File: config.mk
export PLATFORM = sky130hd
export DESIGN_NAME = watchdog_cause_flag_watchdog_reset_flags
export DESIGN_NICKNAME = d
export VERILOG_FILES = /design/src/verilog/watchdog_cause_flag_pkg.sv /design/src/verilog/watchdog_cause_flag_watchdog_reset_flags.sv
export SDC_FILE = /design/constraint.sdc
export NUM_CORES = 1
export LEC_CHECK = 0
export ABC_AREA = 1
export BUFFER_PORTS_ARGS = -buffer_cell sky130_fd_sc_hd__buf_2
export CORE_ASPECT_RATIO = 1.1
export CORE_MARGIN = 2
export CORE_UTILIZATION = 50
export CTS_CLUSTER_DIAMETER = 200
export DETAILED_ROUTE_END_ITERATION = 7
export PLACE_DENSITY = 0.78
export REMOVE_ABC_BUFFERS = 1
export SYNTH_ARGS = -nofsm -noshare
export SYNTH_HDL_FRONTEND = slang
export SYNTH_SLANG_ARGS = --single-unit
File: constraint.sdc
create_clock -name clk -period 9.2 [get_ports clk]
set_clock_uncertainty 0.1 [all_clocks]
set_input_delay 0.46 -clock clk [delete_from_list [all_inputs] [get_ports clk]]
set_output_delay 0.46 -clock clk [all_outputs]
set_load 0.005 [all_outputs]
File: src/verilog/watchdog_cause_flag_pkg.sv
// Purpose: shared constants and carriers for the watchdog and reset flags
// Assumes: 32-bit classic Wishbone, registers in the low byte of a word
// Notes:   register byte address is four times its index
package watchdog_cause_flag_pkg;

    // register indices and byte addresses
    localparam logic [7:0] CTRL_INDEX  = 8'h21;
    localparam logic [7:0] CAUSE_INDEX = 8'h22;
    localparam logic [9:0] CTRL_ADDR   = {CTRL_INDEX, 2'b00};
    localparam logic [9:0] CAUSE_ADDR  = {CAUSE_INDEX, 2'b00};

    // field positions of the control/status byte
    localparam int CTRL_FLAG_BIT = 7;
    localparam int CTRL_IE_BIT   = 6;
    localparam int CTRL_SELH_BIT = 5;
    localparam int CTRL_CE_BIT   = 4;
    localparam int CTRL_DE_BIT   = 3;

    // field positions of the reset cause byte
    localparam int CAUSE_DOG_BIT = 3;
    localparam int CAUSE_BOR_BIT = 2;
    localparam int CAUSE_EXT_BIT = 1;
    localparam int CAUSE_POR_BIT = 0;

    // values after reset
    localparam logic [3:0] SEL_RESET   = 4'h0;
    localparam logic [3:0] CAUSE_RESET = 4'h1;

    // timing
    localparam int         OSC_FREQ_KHZ  = 128;
    localparam logic [2:0] CE_WINDOW_CYC = 3'h4;
    localparam logic [3:0] SEL_MAX_VALID = 4'h9;
    localparam int         CNT_W         = 20;
    localparam logic [19:0] CNT_ALL_ONES = 20'hfffff;

    typedef struct packed {
        logic       irqFlag;
        logic       irqEnable;
        logic       selHi;
        logic       changeEnable;
        logic       dogEnable;
        logic [2:0] selLo;
    } watchdog_cause_flag_ctrl_t;

    typedef struct packed {
        logic [3:0] reserved;
        logic       dogCause;
        logic       brownoutCause;
        logic       extPinCause;
        logic       powerOnCause;
    } watchdog_cause_flag_cause_t;

endpackage : watchdog_cause_flag_pkg

File: src/verilog/watchdog_cause_flag_watchdog_reset_flags.sv
// Purpose: watchdog timer with interrupt/reset modes and reset cause flags
// Assumes: rst is the power-on reset; other reset causes arrive as pulses
//          on clk; the oscillator arrives as a slow asynchronous level
// Notes:   registers sit on classic Wishbone, acked one cycle after strobe
`timescale 1ns/1ps

module watchdog_cause_flag_watchdog_reset_flags
    import watchdog_cause_flag_pkg::*;
#(
    parameter int WB_ADR_W = 10
)(
    input  wire logic                clk,
    input  wire logic                rst,
    input  wire logic                wbCyc,
    input  wire logic                wbStb,
    input  wire logic                wbWe,
    input  wire logic [3:0]          wbSel,
    input  wire logic [WB_ADR_W-1:0] wbAdr,
    input  wire logic [31:0]         wbDatI,
    output logic      [31:0]         wbDatO_q,
    output logic                     wbAck_q,
    input  wire logic                slowOsc,
    input  wire logic                alwaysOnFuse,
    input  wire logic                dogKick,
    input  wire logic                brownoutReset,
    input  wire logic                extPinReset,
    input  wire logic                globalIrqEnable,
    input  wire logic                vectorAck,
    output logic                     irqReq_q,
    output logic                     chipResetReq_q
);

    initial
    begin
        if (WB_ADR_W < 10)
            $error("WB_ADR_W must reach the register byte addresses");
        // the counter must hold the longest timeout, 2^(11+9) rises
        if (CNT_W != 11 + int'(SEL_MAX_VALID))
            $error("CNT_W does not fit the longest timeout");
    end

    watchdog_cause_flag_ctrl_t         ctrl_q;
    watchdog_cause_flag_ctrl_t         ctrl_d;
    watchdog_cause_flag_cause_t        cause_q;
    watchdog_cause_flag_cause_t        cause_d;
    logic [2:0]         ceCnt_q;
    logic [2:0]         ceCnt_d;
    logic [CNT_W-1:0]   cnt_q;
    logic [CNT_W-1:0]   cnt_d;
    logic [2:0]         oscSync_q;
    logic               oscLvl_q;
    logic               oscLvl_d;
    logic [31:0]        wbDatO_d;
    logic               wbAck_d;
    logic               irqReq_d;
    logic               chipResetReq_d;
    logic               irqArmed_q;
    logic               irqArmed_d;

    logic               access;
    logic               commit;
    logic               hitCtrl;
    logic               hitCause;
    logic               oscTick;
    logic               dogEff;
    logic               running;
    logic [3:0]         selRaw;
    logic [3:0]         selEff;
    logic [CNT_W-1:0]   termCnt;
    logic               timeout;
    logic               chipReset;
    watchdog_cause_flag_ctrl_t         wCtrl;
    watchdog_cause_flag_cause_t        wCause;
    watchdog_cause_flag_ctrl_t         rdCtrl;

    assign access   = wbCyc & wbStb;
    // a write lands at the edge where the master sees ack
    assign commit   = access & wbAck_q & wbWe & wbSel[0];
    assign hitCtrl  = wbAdr[WB_ADR_W-1:2] == CTRL_ADDR[9:2];
    assign hitCause = wbAdr[WB_ADR_W-1:2] == CAUSE_ADDR[9:2];
    assign wCtrl    = watchdog_cause_flag_ctrl_t'(wbDatI[7:0]);
    assign wCause   = watchdog_cause_flag_cause_t'(wbDatI[7:0]);

    assign dogEff  = ctrl_q.dogEnable | alwaysOnFuse | cause_q.dogCause;
    assign running = dogEff | ctrl_q.irqEnable;

    assign selRaw = {ctrl_q.selHi, ctrl_q.selLo};
    assign selEff = (selRaw > SEL_MAX_VALID) ? SEL_MAX_VALID : selRaw;
    assign termCnt = CNT_ALL_ONES >> (SEL_MAX_VALID - selEff);

    // tick on each settled oscillator rise
    assign oscTick = oscLvl_d & ~oscLvl_q;
    // >= rather than == so a shorter select bites on the next tick
    // instead of letting the counter run round its full width
    assign timeout = running & oscTick & (cnt_q >= termCnt);

    always_comb
    begin
        rdCtrl           = ctrl_q;
        rdCtrl.dogEnable = dogEff;
    end

    // oscillator sampling, three flops then agreement filter
    always_comb
    begin
        oscLvl_d = oscLvl_q;
        if (oscSync_q[1] == oscSync_q[2])
            oscLvl_d = oscSync_q[2];
    end

    always_ff @(posedge clk or posedge rst)
    begin
        if (rst)
        begin
            oscSync_q <= 3'h0;
            oscLvl_q  <= 1'b0;
        end
        else
        begin
            oscSync_q <= {oscSync_q[1:0], slowOsc};
            oscLvl_q  <= oscLvl_d;
        end
    end

    // bus slave: ack one cycle after the strobe, dropped the next
    always_comb
    begin
        wbAck_d  = access & ~wbAck_q;
        wbDatO_d = wbDatO_q;
        if (access & ~wbAck_q)
        begin
            wbDatO_d = 32'h0;
            if (hitCtrl)
                wbDatO_d[7:0] = rdCtrl;
            else if (hitCause)
                wbDatO_d[7:0] = {4'h0, cause_q[3:0]};
        end
    end

    always_ff @(posedge clk or posedge rst)
    begin
        if (rst)
        begin
            wbAck_q  <= 1'b0;
            wbDatO_q <= 32'h0;
        end
        else
        begin
            wbAck_q  <= wbAck_d;
            wbDatO_q <= wbDatO_d;
        end
    end

    // watchdog core, registers and reset cause flags
    always_comb
    begin
        ctrl_d         = ctrl_q;
        cause_d        = cause_q;
        ceCnt_d        = ceCnt_q;
        cnt_d          = cnt_q;
        chipResetReq_d = 1'b0;
        irqArmed_d     = irqArmed_q;

        if (ctrl_q.changeEnable)
        begin
            if (ceCnt_q == 3'h1)
            begin
                ctrl_d.changeEnable = 1'b0;
                ceCnt_d             = 3'h0;
            end
            else
                ceCnt_d = ceCnt_q - 3'h1;
        end

        if (commit & hitCtrl)
        begin
            if (wCtrl.irqFlag)
                ctrl_d.irqFlag = 1'b0;
            ctrl_d.irqEnable = wCtrl.irqEnable;
            if (wCtrl.dogEnable)
                ctrl_d.dogEnable = 1'b1;
            // zero accepted only in the window
            else if (ctrl_q.changeEnable)
                ctrl_d.dogEnable = 1'b0;
            if (ctrl_q.changeEnable)
            begin
                ctrl_d.selHi = wCtrl.selHi;
                ctrl_d.selLo = wCtrl.selLo;
            end
            // window opens on both bits written one
            if (wCtrl.changeEnable & wCtrl.dogEnable)
            begin
                ctrl_d.changeEnable = 1'b1;
                ceCnt_d             = CE_WINDOW_CYC;
            end
            else if (!wCtrl.changeEnable)
            begin
                ctrl_d.changeEnable = 1'b0;
                ceCnt_d             = 3'h0;
            end
        end

        if (commit & hitCause)
        begin
            if (!wCause.dogCause)
                cause_d.dogCause = 1'b0;
            if (!wCause.brownoutCause)
                cause_d.brownoutCause = 1'b0;
            if (!wCause.extPinCause)
                cause_d.extPinCause = 1'b0;
            if (!wCause.powerOnCause)
                cause_d.powerOnCause = 1'b0;
        end

        if (vectorAck)
            ctrl_d.irqFlag = 1'b0;

        // restart on kick or when stopped
        if (!running || dogKick)
            cnt_d = '0;
        else if (oscTick)
            cnt_d = timeout ? '0 : cnt_q + 1'b1;

        if (timeout)
        begin
            if (ctrl_q.irqEnable)
            begin
                // flag set wins over a write or vectorAck clear; a brownout or pin reset in the same cycle still clears it
                ctrl_d.irqFlag = 1'b1;
                // drop irq enable so the next one resets
                if (dogEff)
                begin
                    ctrl_d.irqEnable = 1'b0;
                    // this timeout still owes its interrupt
                    irqArmed_d       = 1'b1;
                end
            end
            else
            begin
                chipResetReq_d   = 1'b1;
                cause_d.dogCause = 1'b1;
            end
        end

        if (brownoutReset)
            cause_d.brownoutCause = 1'b1;
        if (extPinReset)
            cause_d.extPinCause = 1'b1;

        // a chip reset returns the control byte to its initial state
        if (chipReset)
        begin
            ctrl_d              = '0;
            {ctrl_d.selHi, ctrl_d.selLo} = SEL_RESET;
            ceCnt_d             = 3'h0;
            cnt_d               = '0;
        end

        // the owed interrupt lapses once its flag is gone
        if (!ctrl_d.irqFlag)
            irqArmed_d = 1'b0;
    end

    // brownout and pin resets arrive as clk pulses and rewind the
    // control byte like a watchdog reset; only the watchdog requests one
    assign chipReset = brownoutReset | extPinReset |
                       (timeout & ~ctrl_q.irqEnable);

    // both enables gate the request; the armed bit stands in for
    // an irq enable that this very timeout cleared, so with both mode
    // bits set the interrupt still comes before the next timeout resets
    assign irqReq_d = ctrl_d.irqFlag & (ctrl_d.irqEnable | irqArmed_d) &
                      globalIrqEnable;

    always_ff @(posedge clk or posedge rst)
    begin
        if (rst)
        begin
            ctrl_q         <= '0;
            // power-on sets its own flag only
            cause_q        <= {4'h0, CAUSE_RESET};
            ceCnt_q        <= 3'h0;
            cnt_q          <= '0;
            irqArmed_q     <= 1'b0;
            irqReq_q       <= 1'b0;
            chipResetReq_q <= 1'b0;
        end
        else
        begin
            ctrl_q         <= ctrl_d;
            cause_q        <= cause_d;
            ceCnt_q        <= ceCnt_d;
            cnt_q          <= cnt_d;
            irqArmed_q     <= irqArmed_d;
            irqReq_q       <= irqReq_d;
            chipResetReq_q <= chipResetReq_d;
        end
    end

endmodule : watchdog_cause_flag_watchdog_reset_flags
Yosys cells after proc, flatten, opt, wreduce, memory -nomap -nowiden
Cells that the tools add are included.

word-level totals
  register bits = 51
  bits in latches = 0
  RAM bits = 0
  ROM bits = 0
  input port bits = 58
  output and inout bits = 35
  logic and storage cells = 112
  memories = 0

cells by class
  add/sub/neg operators = 3
  $mul = 0
  div/mod/pow operators = 0
  $lt $le $gt $ge = 2
  equality and inequality tests = 6
  shifts and indexed selects = 1
  mux-type cells = 44
  bitwise gates (word level) = 24
  reduce and logical (&&, ||, !) cells = 13

operators with widths
  cell                                                                   count
  20-bit two-way mux                                                     4
  1-bit two-way mux                                                      25
  8-bit two-way mux                                                      3
  3-bit two-way mux                                                      7
  20-bit by 1-bit adder with 20-bit output, second input constant        1
  20-bit greater-or-equal comparator                                     1
  20-bit by 4-bit right shift with 20-bit output, first input constant   1
  8-bit by 6-bit equality test with 1-bit output, second input constant  2
  1-bit AND                                                              14
  4-bit two-way mux                                                      3
  2-bit AND reduction                                                    5
  2-bit nonzero test                                                     4
  1-bit bitwise OR                                                       6
  3-bit nonzero test                                                     2
  4-bit > comparator, second input constant                              1
  2-bit two-way mux                                                      2
  2-bit by 1-bit != test with 1-bit output, second input constant        2
  1-bit NOT                                                              4
  4-bit subtractor, first input constant                                 1
  3-bit by 1-bit equality test with 1-bit output, second input constant  1
  3-bit by 1-bit subtractor with 3-bit output, second input constant     1
  1-bit equality test                                                    1
  1-bit logical NOT                                                      1
  1-bit logical OR                                                       1

Depth between registers and ports, before layout
  word-level depth = 14
  depth in mapped cells = 22
  mapped depth without buffers = 22

Worst setup path after synthesis
OpenSTA, ideal clock, no wires.

  path kind = flip-flop to flip-flop
  start point = register ctrl_q[2] in the netlist's numbering
  end point = register cnt_q[4]
  library setup time = 0.117 ns
  arrival = 2.691 ns
  required time = 8.983 ns
  slack = 6.293 ns
  stages on the path, launching flop included = 21
  path buffers = 1
  period minus slack after synthesis = 2.907 ns
  cells stage by stage = dfrtp_1 > o21ai_0 > nand2_1 > ha_1 > inv_1 > ha_1 > nor2_1 > inv_1 > o21ai_0 > ha_1 > nand2_1 > inv_1 > a21oi_1 > nand2_1 > nand2_1 > nand3_1 > nand3_4 > nand4_1 > buf_4 > nand2_1 > nand2_1

on the way
  cells in the longest elaborated chain, start to end = 10
  elaborated cells between the ends (all ways) = 13

RTL lines
  what                                                line                                             source
  start: declaration                                  watchdog_cause_flag_watchdog_reset_flags.sv:42   watchdog_cause_flag_ctrl_t ctrl_q;
  start signal: assignment                            watchdog_cause_flag_watchdog_reset_flags.sv:290  ctrl_q <= ctrl_d;
  4-bit > comparator                                  watchdog_cause_flag_watchdog_reset_flags.sv:88   assign selEff = (selRaw > SEL_MAX_VALID) ? SEL_MAX_VALID : selRaw;
  4-bit two-way mux (*)                               watchdog_cause_flag_watchdog_reset_flags.sv:88
  4-bit subtractor (*)                                watchdog_cause_flag_watchdog_reset_flags.sv:89   assign termCnt = CNT_ALL_ONES >> (SEL_MAX_VALID - selEff);
  20-bit by 4-bit right shift with 20-bit output (*)  watchdog_cause_flag_watchdog_reset_flags.sv:89
  20-bit greater-or-equal comparator (*)              watchdog_cause_flag_watchdog_reset_flags.sv:95   assign timeout = running & oscTick & (cnt_q >= termCnt);
  1-bit AND (*)                                       watchdog_cause_flag_watchdog_reset_flags.sv:95
  20-bit two-way mux                                  watchdog_cause_flag_watchdog_reset_flags.sv:222  cnt_d = timeout ? '0 : cnt_q + 1'b1;
  20-bit two-way mux                                  watchdog_cause_flag_watchdog_reset_flags.sv:221  else if (oscTick)
  20-bit two-way mux                                  watchdog_cause_flag_watchdog_reset_flags.sv:219  if (!running || dogKick)
  20-bit two-way mux                                  watchdog_cause_flag_watchdog_reset_flags.sv:251  if (chipReset)
  end signal: assignment                              watchdog_cause_flag_watchdog_reset_flags.sv:293  cnt_q <= cnt_d;
  end: declaration                                    watchdog_cause_flag_watchdog_reset_flags.sv:48   logic [CNT_W-1:0] cnt_q;

Every way passes the cells marked *; elsewhere a longest branch is shown, timed or not. The select of a mux whose other input is x is not followed.
A chain may end at the register's enable or synchronous reset.

Worst setup path after layout
  start point = register ctrl_q[5] in the netlist's numbering
  end point = register cnt_q[15]

Same word-level chain as after synthesis.

==> results.md <==
* Status: finished clean
* Final TNS setup at 0 ns
* Post-synth cell types at 34
* CP Launch Type: register
* Postcts setup bufs at 0
* Initial antenna violation count at 0
* CP Launch Point: ctrl_q[5]
* Int Power at 292.8 uW
* Initial DRC Count at 138
* WL final at 7366 um
* Chip height at 93.01 um
* Worst path required time at 9.30 ns
* Via count at 3,032
* Sequential power share at 58.1%
* Total gr overflow at 0
* Via/cell ratio at 4.962
* RSZ-0062 raised after global routing: false
* DIE AREA at 0.007898 mm2
* Worst Min Path Start: slowOsc
* Drt pass-1 iters at 4
* N_diodes at 0
* Synth Warn # at 0
* Sw Ratio at 26.29%
* Final #Nets at 605
* Worst path arrival time at 4.20 ns
* FMAX at 0.2438 GHz
* Mapped Cells at 495
* Vias in the first global route at 2,830
* Largest net degree at the start of global routing at 52
* Post-cts sizing count at 0
* Layout cells sized above 1 at 12.55%
* Hold_buf cts at 0
* Leakage at 1.899 nW
* Switching power at 104.4 uW
* CP endpoint kind: register
* Worst slew pin tran at 1.077 ns
* Cell Area, Synth at 0.003601 mm2
* Area growth syn-to-layout at 5.316%
* Worst-path clk slew at 0.09 ns
* I/O pin count at 93
* Period minus WS final at 4.102 ns
* Final period util at 44.59%
* Cts bufs inserted at 5
* Crit Path Max Fanout at 20
* Core footprint at 0.007007 mm2
* Seq/Total Area, Yosys at 35.48%
* Detailed Place HPWL at 5424 um
* Clock Sinks at 51
* Final setup viols at 0
* Logic pwr share at 7.9%
* Pwr/cell area at 104.8 mW/mm2
* Clk Latency, worst-skew pair at 0.31 ns
* Count of input and output buffers at 39
* Max_cap viols at 0
* Die X at 84.92 um
* Clock Tree Buf Depth at 2
* Row count at 32
* HP Class: in2reg
* First-pass GRT wire length at 12,470 um
* Slew Viols, Final at 0
* Critical R2R Launch: ctrl_q[5]
* Clock power frac at 34.0%
* Crit Path Category: reg2reg
* CTS tree: done
* # DRC at 0
* Initial Util at 51.39%
* Antenna Nets Post-Route at 0
* Htree depth at 2
* Wire length per cell at 12.06 um
* GP Congestion at 0.8882
* Root Driver: clkbuf_8
* Flop and latch count out of synthesis at 51
* Max VDD drop at 0.06562 mV
* Final Hold Viols at 0
* Mean Syn Cell Area at 7.275 um2
* Slew margin rel. at 28.12%
* Layout Utilization at 54.13%
* Total GRT Usage at 19.20%
logic make-up after synthesis:
| logic type | synth area share, % |
|---|---|
| compound gates | 6.185 |
| xor+xnor | 3.892 |
| fa+ha+maj | 7.644 |
| buf+inv | 13.03 |
| flops | 35.48 |
| other cells | 0.1041 |
| simple gates | 33.67 |
sequential cells by signal, indices dropped and copies added, names as in the netlist:
signal and count:
cnt_q 20, wbAck_q 1, ctrl_q 8, irqReq_q 1, irqArmed_q 1, cause_q 4
oscSync_q 3, oscLvl_q 1, chipResetReq_q 1, ceCnt_q 3, wbDatO_q 8
final timing paths:
path / slack [ns] / cells past startpoint / endpoint
worst max register to register: 5.10 / 17 / cnt_q[15]
worst max-delay path: 5.10 / 17 / cnt_q[15]
worst min register to register: 0.26 / 0 / oscSync_q[1]
max in group asynchronous: 8.02 / 2 / cnt_q[9]
min in group asynchronous: 0.30 / 2 / cnt_q[12]
worst min-delay path: 0.15 / 1 / oscSync_q[0]
stage by stage:
step	cells	hold WS, ns	setup WS [ns]	total power, mW	instance area (um2)
after floorplan	479	0.2312	5.974	0.2527	3398
after global placement	603	0.2313	5.284	0.2659	3700
after detailed placement	603	0.2371	5.223	0.2671	3700
after CTS	611	0.1419	5.145	0.4033	3792
after global routing	611	0.1289	4.699	0.4152	3792
final	611	0.1527	5.098	0.3973	3792
power by group through the flow:
stage / registers [mW] / clock network, mW / logic (mW)
after floorplan: 0.235 / 0 / 0.0176
after global placement: 0.235 / 0 / 0.0312
after detailed placement: 0.235 / 0 / 0.0319
after CTS: 0.231 / 0.141 / 0.0318
after global routing: 0.231 / 0.148 / 0.0360
final: 0.231 / 0.135 / 0.0315
final cells by class:
| class | count | area [um2] |
|---|---|---|
| fillers | 654 | 3214 |
| multi-input cells | 380 | 1941 |
| flip-flops and latches | 51 | 1277 |
| repair buffers | 39 | 195.2 |
| inverters | 48 | 180.2 |
| well taps | 85 | 106.4 |
| clock buffers | 5 | 68.82 |
| clock inverters | 3 | 23.77 |
per-layer routing:
layer	GRT usage, %	wire length [um]	vias up
met1	23.62	3256	1368
met3	3.442	354	12
met5	0	0	-
met4	6.481	150	0
li1	-	-	1578
met2	33.92	3605	74
cell usage after synthesis:
library cell | number | area share (%)
a211oi_2 | 1 | 0.35
a21boi_0 | 1 | 0.21
a21oi_1 | 16 | 2.2
a31oi_1 | 4 | 0.69
buf_2 | 3 | 0.42
buf_4 | 27 | 5.6
buf_6 | 5 | 1.6
clkbuf_1 | 4 | 0.42
conb_1 | 1 | 0.10
dfrtp_1 | 50 | 35
dfstp_2 | 1 | 0.73
ha_1 | 22 | 7.6
inv_1 | 45 | 4.7
inv_2 | 3 | 0.31
nand2_1 | 151 | 16
nand2_2 | 1 | 0.17
nand3_1 | 28 | 3.9
nand3_2 | 1 | 0.28
nand3_4 | 1 | 0.49
nand3b_1 | 10 | 2.1
nand4_1 | 9 | 1.6
nor2_1 | 64 | 6.7
nor2_2 | 4 | 0.69
nor2_4 | 1 | 0.31
nor3_1 | 5 | 0.69
nor3_2 | 2 | 0.56
o21a_1 | 1 | 0.21
o21ai_0 | 14 | 1.9
o21ai_2 | 1 | 0.24
o21bai_2 | 1 | 0.31
or3_4 | 1 | 0.31
or4_1 | 1 | 0.21
xnor2_1 | 9 | 2.2
xor2_1 | 7 | 1.7
critical path, stage by stage (launching register included):
cell	delay, ns
dfrtp_1	0.48
o21ai_0	0.15
nand2_1	0.10
ha_1	0.17
inv_1	0.05
ha_1	0.40
inv_1	0.11
nor2_1	0.21
nand2_1	0.11
ha_1	0.32
a21oi_1	0.18
nand2_1	0.08
a21oi_1	0.12
nand3_1	0.20
nand3_4	0.16
nand4_1	0.70
nand2_1	0.29
nand2_1	0.07
cell usage in the layout (no fill, tap or decap), types with 2 or more instances in the layout:
| cell | Yosys | layout |
|---|---|---|
| conb_1 | 1 | 24 |
| o21ai_0 | 14 | 14 |
| nand3_1 | 28 | 28 |
| clkbuf_8 | 0 | 5 |
| dfrtp_1 | 50 | 50 |
| a31oi_1 | 4 | 4 |
| ha_1 | 22 | 22 |
| nor2_1 | 64 | 64 |
| nor3_1 | 5 | 5 |
| clkinvlp_4 | 0 | 2 |
| nor3_2 | 2 | 2 |
| inv_1 | 45 | 44 |
| nand3b_1 | 10 | 10 |
| buf_2 | 3 | 39 |
| inv_2 | 3 | 4 |
| nor2_2 | 4 | 4 |
| xor2_1 | 7 | 7 |
| nand2_1 | 151 | 151 |
| xnor2_1 | 9 | 9 |
| nand4_1 | 9 | 9 |
| a21oi_1 | 16 | 16 |
(Power assumes the default switching activity.)
